--- config.mk ---
export PLATFORM = sky130hd
export DESIGN_NAME = dtd_core
export DESIGN_NICKNAME = d
export VERILOG_FILES = /design/src/rtl/dtd_pkg.sv /design/src/rtl/dtd_strm_if.sv /design/src/rtl/dtd_core.sv /design/src/rtl/dtd_skid.sv
export SDC_FILE = /design/constraint.sdc
export NUM_CORES = 2
export LEC_CHECK = 0
export BUFFER_PORTS_ARGS = -buffer_cell sky130_fd_sc_hd__buf_4
export CAP_MARGIN = 0
export CELL_PAD_IN_SITES_DETAIL_PLACEMENT = 1
export CELL_PAD_IN_SITES_GLOBAL_PLACEMENT = 2
export CORE_ASPECT_RATIO = 1.1
export CORE_MARGIN = 2
export CORE_UTILIZATION = 45
export CTS_BUF_LIST = sky130_fd_sc_hd__clkbuf_4
export DETAILED_ROUTE_END_ITERATION = 10
export PLACE_DENSITY = 0.94
export SLEW_MARGIN = 20
export SYNTH_ARGS = -nofsm -noshare
export SYNTH_HDL_FRONTEND = slang
export SYNTH_SLANG_ARGS = --single-unit
--- constraint.sdc ---
create_clock -name clk -period 9.11 [get_ports clk]
set_input_delay 1.3665 -clock clk [delete_from_list [all_inputs] [get_ports clk]]
set_output_delay 1.3665 -clock clk [all_outputs]
set_load 0.05 [all_outputs]
--- src/rtl/dtd_pkg.sv ---
// Shared constants for the delay-line time digitiser
package dtd_pkg;
	localparam int COARSE_W = 11;
	localparam int FINE_W = 10;
	localparam int EPOCH_W = 28;
	localparam int CH_W = 7;
	localparam int WORD_W = 32;
	localparam int COARSE_NS = 5;
	localparam logic [FINE_W-1:0] FINE_DUMMY = 10'h3ff;
	localparam logic [3:0] TRIG_CAL = 4'hd;
	localparam int DATA_MARK_BIT = 31;
	localparam int CH_LSB = 22;
	localparam int FINE_LSB = 12;
	localparam int EDGE_BIT = 11;
	localparam logic [2:0] KIND_HDR = 3'h1;
	localparam logic [2:0] KIND_DBG = 3'h2;
	localparam logic [2:0] KIND_EPOCH = 3'h3;
	localparam logic [3:0] HDR_FORMAT = 4'h0;
	localparam int GUARD_CYC = 16;
	typedef enum logic [2:0] {
		DTD_IDLE, DTD_POST, DTD_HDR, DTD_EPOCH, DTD_SCAN, DTD_DONE
	} dtd_state_t;
endpackage

--- src/rtl/dtd_strm_if.sv ---
// Word stream carrier between the capture core and its output buffer
`timescale 1ns/1ps
interface dtd_strm_if #(parameter int W = 32);
	logic valid;
	logic ready;
	logic [W-1:0] data;
	modport src (output valid, output data, input ready);
	modport snk (input valid, input data, output ready);
endinterface

--- src/rtl/dtd_core.sv ---
// Multi-channel tapped-chain time digitiser with windowed readout
// How it works
// - Per channel: interpolator, encoder, FIFO; one coarse counter shared by all channels
// - Each hit stores fine code with coarse stamp
// - Hit edge runs chain; taps latched, position gives fine
// - Stop is next rising clock edge after hit
// - Chain longer than period; edge always inside chain
// - Trigger type 0xd floods channels from oscillator
// - No leftover calibration hits in next physics event
// - Forward only hits inside window around reference edge; calibration readouts forward all hits
// - Pre and post window widths are programmable
// - Triggered mode clears epoch and coarse after window
// - Trigger-less mode: counters free-run and wrap
// - Newer releases ignore the trigger mode selection
// - Stream has header, epoch and data word kinds; debug kind is defined but never sent
// - Data word: marker, channel, fine, edge, coarse
// - Hit without valid fine carries dummy 0x3ff
`timescale 1ns/1ps
module dtd_core
	import dtd_pkg::*;
#(
	parameter int NUM_CH = 4,
	parameter int TAPS = 64,
	parameter int DEPTH = 8,
	parameter int WIN_W = 10,
	parameter bit HONOR_MODE = 1'b0
) (
	input wire logic clk,
	input wire logic arst_n,
	input wire logic [NUM_CH*TAPS-1:0] hit_taps,
	input wire logic reference_time_input,
	input wire logic trig_valid,
	input wire logic [3:0] trig_type,
	input wire logic [WIN_W-1:0] pre_win,
	input wire logic [WIN_W-1:0] post_win,
	input wire logic trig_mode,
	output logic cal_sel,
	output logic out_valid,
	output logic [WORD_W-1:0] out_data,
	input wire logic out_ready
);
	localparam int PW = $clog2(DEPTH);
	localparam int EW = COARSE_W + FINE_W;
	localparam int GW = $clog2(GUARD_CYC + 1);
	localparam int CW = (NUM_CH > 1) ? $clog2(NUM_CH) : 1;

	dtd_strm_if #(.W(WORD_W)) bif ();
	dtd_state_t state_q;
	logic [COARSE_W-1:0] coarse_q;
	logic [COARSE_W-1:0] ref_coarse_q;
	logic [EPOCH_W-1:0] epoch_q;
	logic [EPOCH_W-1:0] ref_epoch_q;
	logic [TAPS-1:0] tq [NUM_CH];
	logic [NUM_CH-1:0] lead_q;
	logic [EW-1:0] mem [NUM_CH][DEPTH];
	logic [PW-1:0] wp_q [NUM_CH];
	logic [PW-1:0] rp_q [NUM_CH];
	logic [PW:0] cnt_q [NUM_CH];
	logic [NUM_CH-1:0] hit;
	logic [NUM_CH-1:0] wr;
	logic [FINE_W-1:0] fine [NUM_CH];
	logic ref_q;
	logic cal_q;
	logic is_cal_q;
	logic ovf_q;
	logic ed_q;
	logic [GW-1:0] guard_q;
	logic [WIN_W:0] wcnt_q;
	logic [CW-1:0] ch_q;
	logic wv_q;
	logic [WORD_W-1:0] wd_q;
	logic ref_edge;
	logic can_load;
	logic pop;
	logic flush;
	logic eff_mode;
	logic [EW-1:0] head;
	logic signed [COARSE_W:0] dd;
	logic early;
	logic late;

	// Count of ones in the latched taps
	function automatic logic [FINE_W-1:0] ones(input logic [TAPS-1:0] t);
		logic [FINE_W-1:0] n;
		n = '0;
		for (int i = 0; i < TAPS; i++)
			n = n + {{(FINE_W-1){1'b0}}, t[i]};
		return n;
	endfunction

	assign eff_mode = HONOR_MODE && trig_mode;
	assign ref_edge = reference_time_input && !ref_q;
	assign can_load = !wv_q || bif.ready;
	assign flush = state_q == DTD_DONE && is_cal_q;

	// Edge detect and encoder per channel
	for (genvar c = 0; c < NUM_CH; c++) begin : g_ch
		wire logic [TAPS-1:0] t = tq[c];
		wire logic therm = ((t & (t + 1'b1)) == '0) && !(&t);
		assign hit[c] = t[0] && !lead_q[c];
		assign fine[c] = therm ? ones(t) : FINE_DUMMY;
		assign wr[c] = hit[c] && guard_q == '0 && !flush;
	end

	// Head of the channel under scan and its window position
	assign head = mem[ch_q][rp_q[ch_q]];
	assign dd = $signed({1'b0, head[COARSE_W-1:0]})
		- $signed({1'b0, ref_coarse_q});
	assign early = !is_cal_q && dd < -$signed({2'b0, pre_win});
	assign late = !is_cal_q && dd > $signed({2'b0, post_win});
	assign pop = state_q == DTD_SCAN && cnt_q[ch_q] != '0 && !late
		&& (early || can_load);

	// Taps latched at each rising clock edge
	always_ff @(posedge clk or negedge arst_n) begin
		if (!arst_n) begin
			lead_q <= '0;
			ref_q <= 1'b0;
			for (int c = 0; c < NUM_CH; c++)
				tq[c] <= '0;
		end else begin
			ref_q <= reference_time_input;
			for (int c = 0; c < NUM_CH; c++) begin
				tq[c] <= hit_taps[c*TAPS +: TAPS];
				lead_q[c] <= tq[c][0];
			end
		end
	end

	// Coarse and epoch counters
	always_ff @(posedge clk or negedge arst_n) begin
		if (!arst_n) begin
			coarse_q <= '0;
			epoch_q <= '0;
		end else if (state_q == DTD_DONE && eff_mode) begin
			coarse_q <= '0;
			epoch_q <= '0;
		end else begin
			coarse_q <= coarse_q + 1'b1;
			if (&coarse_q)
				epoch_q <= epoch_q + 1'b1;
		end
	end

	// Channel FIFO storage, arrival order kept
	always_ff @(posedge clk) begin
		for (int c = 0; c < NUM_CH; c++)
			if (wr[c] && cnt_q[c] != DEPTH[PW:0])
				mem[c][wp_q[c]] <= {fine[c], coarse_q};
	end

	// FIFO pointers and overflow flag
	always_ff @(posedge clk or negedge arst_n) begin
		if (!arst_n) begin
			ovf_q <= 1'b0;
			for (int c = 0; c < NUM_CH; c++) begin
				wp_q[c] <= '0;
				rp_q[c] <= '0;
				cnt_q[c] <= '0;
			end
		end else begin
			if (state_q == DTD_HDR && can_load)
				ovf_q <= 1'b0;
			for (int c = 0; c < NUM_CH; c++) begin
				automatic logic w = wr[c] && cnt_q[c] != DEPTH[PW:0];
				automatic logic r = pop && ch_q == CW'(c);
				if (wr[c] && !w)
					ovf_q <= 1'b1;
				if (flush) begin
					wp_q[c] <= '0;
					rp_q[c] <= '0;
					cnt_q[c] <= '0;
				end else begin
					if (w)
						wp_q[c] <= wp_q[c] + 1'b1;
					if (r)
						rp_q[c] <= rp_q[c] + 1'b1;
					cnt_q[c] <= cnt_q[c] + {{PW{1'b0}}, w}
						- {{PW{1'b0}}, r};
				end
			end
		end
	end

	// Calibration request and post-flush guard
	always_ff @(posedge clk or negedge arst_n) begin
		if (!arst_n) begin
			cal_q <= 1'b0;
			cal_sel <= 1'b0;
			guard_q <= '0;
		end else begin
			if (trig_valid && trig_type == TRIG_CAL)
				cal_q <= 1'b1;
			else if (flush)
				cal_q <= 1'b0;
			cal_sel <= (trig_valid && trig_type == TRIG_CAL)
				|| (cal_q && !flush);
			if (flush)
				guard_q <= GW'(GUARD_CYC);
			else if (guard_q != '0)
				guard_q <= guard_q - 1'b1;
		end
	end

	// Readout sequencer
	always_ff @(posedge clk or negedge arst_n) begin
		if (!arst_n) begin
			state_q <= DTD_IDLE;
			ref_coarse_q <= '0;
			ref_epoch_q <= '0;
			is_cal_q <= 1'b0;
			wcnt_q <= '0;
			ch_q <= '0;
		end else begin
			unique case (state_q)
				DTD_IDLE: if (ref_edge) begin
					ref_coarse_q <= coarse_q;
					ref_epoch_q <= epoch_q;
					is_cal_q <= cal_q;
					wcnt_q <= '0;
					state_q <= DTD_POST;
				end
				DTD_POST: begin
					wcnt_q <= wcnt_q + 1'b1;
					if (wcnt_q >= {1'b0, post_win})
						state_q <= DTD_HDR;
				end
				DTD_HDR: if (can_load)
					state_q <= DTD_EPOCH;
				DTD_EPOCH: if (can_load) begin
					ch_q <= '0;
					state_q <= DTD_SCAN;
				end
				DTD_SCAN: if (cnt_q[ch_q] == '0 || late) begin
					if (ch_q == CW'(NUM_CH - 1))
						state_q <= DTD_DONE;
					else
						ch_q <= ch_q + 1'b1;
				end
				DTD_DONE: state_q <= DTD_IDLE;
			endcase
		end
	end

	// Word register feeding the output buffer
	always_ff @(posedge clk or negedge arst_n) begin
		if (!arst_n) begin
			wv_q <= 1'b0;
			wd_q <= '0;
			ed_q <= 1'b0;
		end else if (can_load) begin
			wv_q <= 1'b0;
			ed_q <= 1'b0;
			if (state_q == DTD_HDR) begin
				wv_q <= 1'b1;
				wd_q <= {KIND_HDR, 1'b0, HDR_FORMAT, 8'h00, 15'h0000, ovf_q};
			end else if (state_q == DTD_EPOCH) begin
				wv_q <= 1'b1;
				wd_q <= {KIND_EPOCH, 1'b0, ref_epoch_q};
			end else if (pop && !early) begin
				wv_q <= 1'b1;
				ed_q <= 1'b1;
				wd_q <= {1'b1, 2'b00, CH_W'(ch_q), head[EW-1:COARSE_W],
					1'b1, head[COARSE_W-1:0]};
			end
		end
	end

	assign bif.valid = wv_q;
	assign bif.data = wd_q;

	dtd_skid #(.W(WORD_W)) u_skid (
		.clk(clk),
		.arst_n(arst_n),
		.up(bif),
		.out_valid(out_valid),
		.out_data(out_data),
		.out_ready(out_ready)
	);
endmodule

--- src/rtl/dtd_skid.sv ---
// Two-entry output buffer with registered outputs
`timescale 1ns/1ps
module dtd_skid
	import dtd_pkg::*;
#(
	parameter int W = 32
) (
	input wire logic clk,
	input wire logic arst_n,
	dtd_strm_if.snk up,
	output logic out_valid,
	output logic [W-1:0] out_data,
	input wire logic out_ready
);
	logic [1:0] cnt_q;
	logic [1:0] cnt_d;
	logic [W-1:0] tail_q;
	logic rdy_q;
	logic push;
	logic pop;

	// Handshakes on both sides
	assign push = up.valid && rdy_q;
	assign pop = out_valid && out_ready;
	assign up.ready = rdy_q;

	// Occupancy next value
	always_comb begin
		cnt_d = cnt_q;
		if (push && !pop)
			cnt_d = cnt_q + 2'h1;
		else if (pop && !push)
			cnt_d = cnt_q - 2'h1;
	end

	// Occupancy and flags
	always_ff @(posedge clk or negedge arst_n) begin
		if (!arst_n) begin
			cnt_q <= 2'h0;
			out_valid <= 1'b0;
			rdy_q <= 1'b0;
		end else begin
			cnt_q <= cnt_d;
			out_valid <= cnt_d != 2'h0;
			rdy_q <= cnt_d != 2'h2;
		end
	end

	// Head and tail words
	always_ff @(posedge clk or negedge arst_n) begin
		if (!arst_n) begin
			out_data <= '0;
			tail_q <= '0;
		end else begin
			if (pop && cnt_q == 2'h2)
				out_data <= tail_q;
			else if (push && (cnt_q == 2'h0 || (pop && cnt_q == 2'h1)))
				out_data <= up.data;
			if (push && (cnt_q == 2'h2 || (cnt_q == 2'h1 && !pop)))
				tail_q <= up.data;
		end
	end
endmodule

==> results.py <==
metrics = {
    "status": {
        "status": "finished, violations left",
        "violations": "design-rule violations",
    },
    "floorplan": {
        "start_util_pct": 45.4,
        "fp.dieH_um": 363,
        "core_area_um2": 116000,
        "fp-row-count": 131,
        "io_pins": 320,
        "dieArea_um2": 120000,
        "die_w_um": 330,
    },
    "routing": {
        "drc_errors": 11,
        "drt-vias-per-instance": 5.72,
        "drt_iter0_drc": 2928,
        "final_antenna_net_count": 0,
        "drt_pass1_iterations": 8,
        "wire_per_inst_um": 24.6,
        "routed-via-count": 36000,
        "drt_wl_total_um": 155000,
    },
    "grt": {
        "grt_first_pass_wirelength_um": 237000,
        "grt_overflow_total": 0,
        "antenna_found_initial": 6,
        "grt_pass1_vias": 39700,
        "grt_max_degree": 175,
        "grtUsageTotal_pct": 26.2,
    },
    "placement": {
        "finalWeightedCongestion": 0.914,
        "hpwl_um": 107000,
        "dpl_cell_area_um2": 57200,
        "portBuffers": 317,
        "dp.cells": 5794,
    },
    "synthesis": {
        "asyncSetResetFlopFracSynth_pct": 45.2,
        "synthAdderAreaFrac_pct": 11.9,
        "synth_edf_count": 608,
        "synthXorXnorAreaFrac_pct": 1.36,
        "netlist-cell-type-count": 90,
        "synthTopCellsByArea": "edfxtp_1 (35%), dfrtp_1 (24%), fa_1 (8.4%)",
        "syn_inst": 3999,
        "synth_mux_area_share_pct": 7.55,
        "yosys.area_share.simple_pct": 10.4,
        "avgSynthCellArea_um2": 13.2,
        "synth_common_cells": "edfxtp_1 (608), dfrtp_1 (502), nand2_1 (478), inv_1 (411), fa_1 (221)",
        "ys_seq_elements": 1110,
        "synth_top_family_by_area": "adder cells",
        "synth_area_um2": 52700,
        "post-synth-top-count-cell": "edfxtp_1",
        "yosysWarnings": 0,
        "synth_fp_nets": 4655,
        "seq_area_frac_synth_pct": 58.5,
        "synth.largest_area_cell": "edfxtp_1",
        "synth-compound-area-share_pct": 6.40,
        "ys.flop_type": "edfxtp_1",
        "synth_top_cell_area_share_pct": 34.6,
    },
    "setup_path": {
        "path_class": "flop to flop",
        "cp.required_ns": 10.16,
        "crit_path_start_kind": "flop",
        "worstSetupEndpointType": "flop",
        "reg2regPathDepth": 27,
        "crit_fanout": 17,
        "r2r_setup_slack_ns": 1.01,
        "cp.arrival_ns": 9.15,
    },
    "power_and_ir_drop": {
        "p_switching_w": 0.00975,
        "swShare_pct": 42.1,
        "p_int_w": 0.0134,
        "comb_power_share_pct": 54.9,
        "power_frac_clock_pct": 18.9,
        "leakage_nw": 25.8,
        "share_seq_of_total_power_pct": 26.2,
        "powerDensity_nw_per_um2": 380,
        "ir_drop_uv": 568,
    },
    "sta": {
        "period_needed_ns": 8.10,
        "tightest_slew_ns": 1.18,
        "fmax_ghz": 0.123,
        "tns_ns": 0,
        "skew_ns": 0.136,
        "setup_viol": 0,
        "relSlewSlack_pct": 21.2,
        "drv_slew": 0,
        "hold_viol": 0,
        "fin_crit_sh_pct": 89.0,
        "rsz0062_at_grt": "false",
    },
    "finish": {
        "fill_cells": 11900,
        "finalNonFillerCells": 6301,
        "syn2layout_area_growth_pct": 15.5,
        "drive_gt1_share_pct": 21.8,
        "fin_nets": 5223,
        "stdcell_area_um2": 60900,
    },
    "job": {
        "maxCapViolations": 0,
    },
    "clocking": {
        "ctsHoldBuffers": 0,
        "clk_latency_ns": 1.30,
        "cts_root_buf": "clkbuf_4",
        "ctsResizeCount": 0,
        "cts_buffer_depth": 4,
        "cts_tree": "done",
        "numClockSinks": 1110,
        "post-cts-setup-buffer-count": 0,
        "cts_buffers": 300,
        "path_clk_slew_ns": 0.07,
        "htree_num_levels": 5,
    },
    "hold_path": {
        "holdCritPathClass": "primary input to async pin",
    },
}
==> critical path: stages (launching register included) <==
cell and delay, ns:
dfrtp_2 0.38, buf_4 0.37, mux2i_4 0.87, buf_4 0.47, nand2_1 0.11, nand3_1 0.11, o311ai_0 0.20, mux4_2 0.52
mux2_2 0.36, ha_1 0.22, nor2b_1 0.16, o2111ai_1 0.18, and2_1 0.25, o21ai_0 0.21, xor2_1 0.24, ha_1 0.30
a21oi_1 0.16, o21ai_0 0.10, o31ai_1 0.47, o21ai_0 0.21, a31oi_2 0.60, nand2_1 0.20, inv_1 0.15, ha_1 0.24
inv_1 0.06, ha_1 0.17, fa_1 0.41, and2_1 0.14
==> metrics by stage <==
step | setup WS, ns | hold slack (ns) | util, % | total power [W]
4_1_cts | 1.12 | 0.113 | 52.4 | 0.0234
2_1_floorplan | 2.61 | 0.438 | - | 0.0152
6_report | 1.01 | 0.174 | 52.4 | 0.0231
3_5_place_dp | 1.19 | 0.463 | 49.3 | 0.0188
5_1_grt | 0.536 | 0.171 | 52.4 | 0.0251
3_3_place_gp | 1.38 | 0.452 | 49.3 | 0.0179
==> logic make-up (layout without fill, tap and decap cells) <==
| family | after synthesis | after routing |
|---|---|---|
| adders and majority gates | 370 | 370 |
| AOI/OAI and AO/OA | 482 | 482 |
| xor gates and xnor gates | 82 | 82 |
| and+or+nand+nor | 1144 | 1144 |
| DFF | 1110 | 1110 |
| other | 1 | 9 |
| buffers and inverters | 537 | 1302 |
| muxes | 273 | 273 |
==> sequential cells by signal, indices dropped and copies added (netlist names), 11 cells and up <==
| register | flops |
|---|---|
| bif.data | 31 |
| cnt_q | 16 |
| coarse_q | 11 |
| epoch_q | 28 |
| g_ch.t | 256 |
| mem | 608 |
| ref_coarse_q | 11 |
| ref_epoch_q | 28 |
| rp_q | 12 |
| u_skid.out_data | 31 |
| u_skid.tail_q | 31 |
| wcnt_q | 11 |
| wp_q | 12 |
==> placed cells by master (no fill, tap or decap), drive strengths merged, types with 12 or more instances in the layout <==
cell     count
clkinv      57
a2111oi     18
a211oi      15
and2        29
o211ai      14
nor3        43
or4         12
nand3      148
xor2        35
o31ai       16
clkbuf     434
o21a        17
nor4        33
a21oi       85
mux2        45
a311oi      25
mux4        95
a221oi      12
a22oi       25
a21boi      13
edfxtp     608
xnor2       47
nand2b      25
and3        42
inv        416
nor2b       37
o21ai       99
buf        391
or2         15
a31oi       24
fa         221
nand4       81
and4        12
nor2       155
nand2      478
a21o        19
dfrtp      502
mux2i      133
a311o       14
ha         149
==> path summary, 6_finish.rpt <==
check                                    start        endpoint
worst max-delay path                   ch_q[1]        cnt_q[5]
min in group clk                 hit_taps[134]    g_ch[2].t[6]
worst min-delay path                    arst_n       cnt_q[12]
worst max register to register         ch_q[1]        cnt_q[5]
max in group asynchronous               arst_n    g_ch[1].t[1]
worst min register to register  ref_epoch_q[0]  ref_epoch_q[0]
==> power groups by stage <==
stage	combinational (W)	clock, W	sequential (W)
5_1_grt	0.0142	0.00475	0.00611
4_1_cts	0.0128	0.00449	0.00606
6_report	0.0127	0.00438	0.00606
2_1_floorplan	0.00894	0	0.00626
3_5_place_dp	0.0126	0	0.00615
3_3_place_gp	0.0118	0	0.00612
==> per-layer routing <==
metal | track usage (%) | up-vias | wire length (µm)
met2 | 45.7 | 1494 | 80100
met5 | 0 | - | 0
li1 | - | 15600 | -
met4 | 13.2 | 0 | 7690
met3 | 4.88 | 412 | 9680
met1 | 31.0 | 18500 | 57800
==> layout make-up <==
type                            instances  area, µm²  share of cell area [%]
Inverter                              412       1550                    2.54
Multi-Input combinational cell       2352      20000                    32.8
Antenna cell                            8       20.0                  0.0329
Timing Repair Buffer                  391       2970                    4.88
Clock buffer                          434       3260                    5.35
Sequential cell                      1110      30800                    50.7
Clock inverter                         65        357                   0.586
Tap cell                             1529       1910                    3.14
Note: power is estimated with default switching activity, not from simulation.
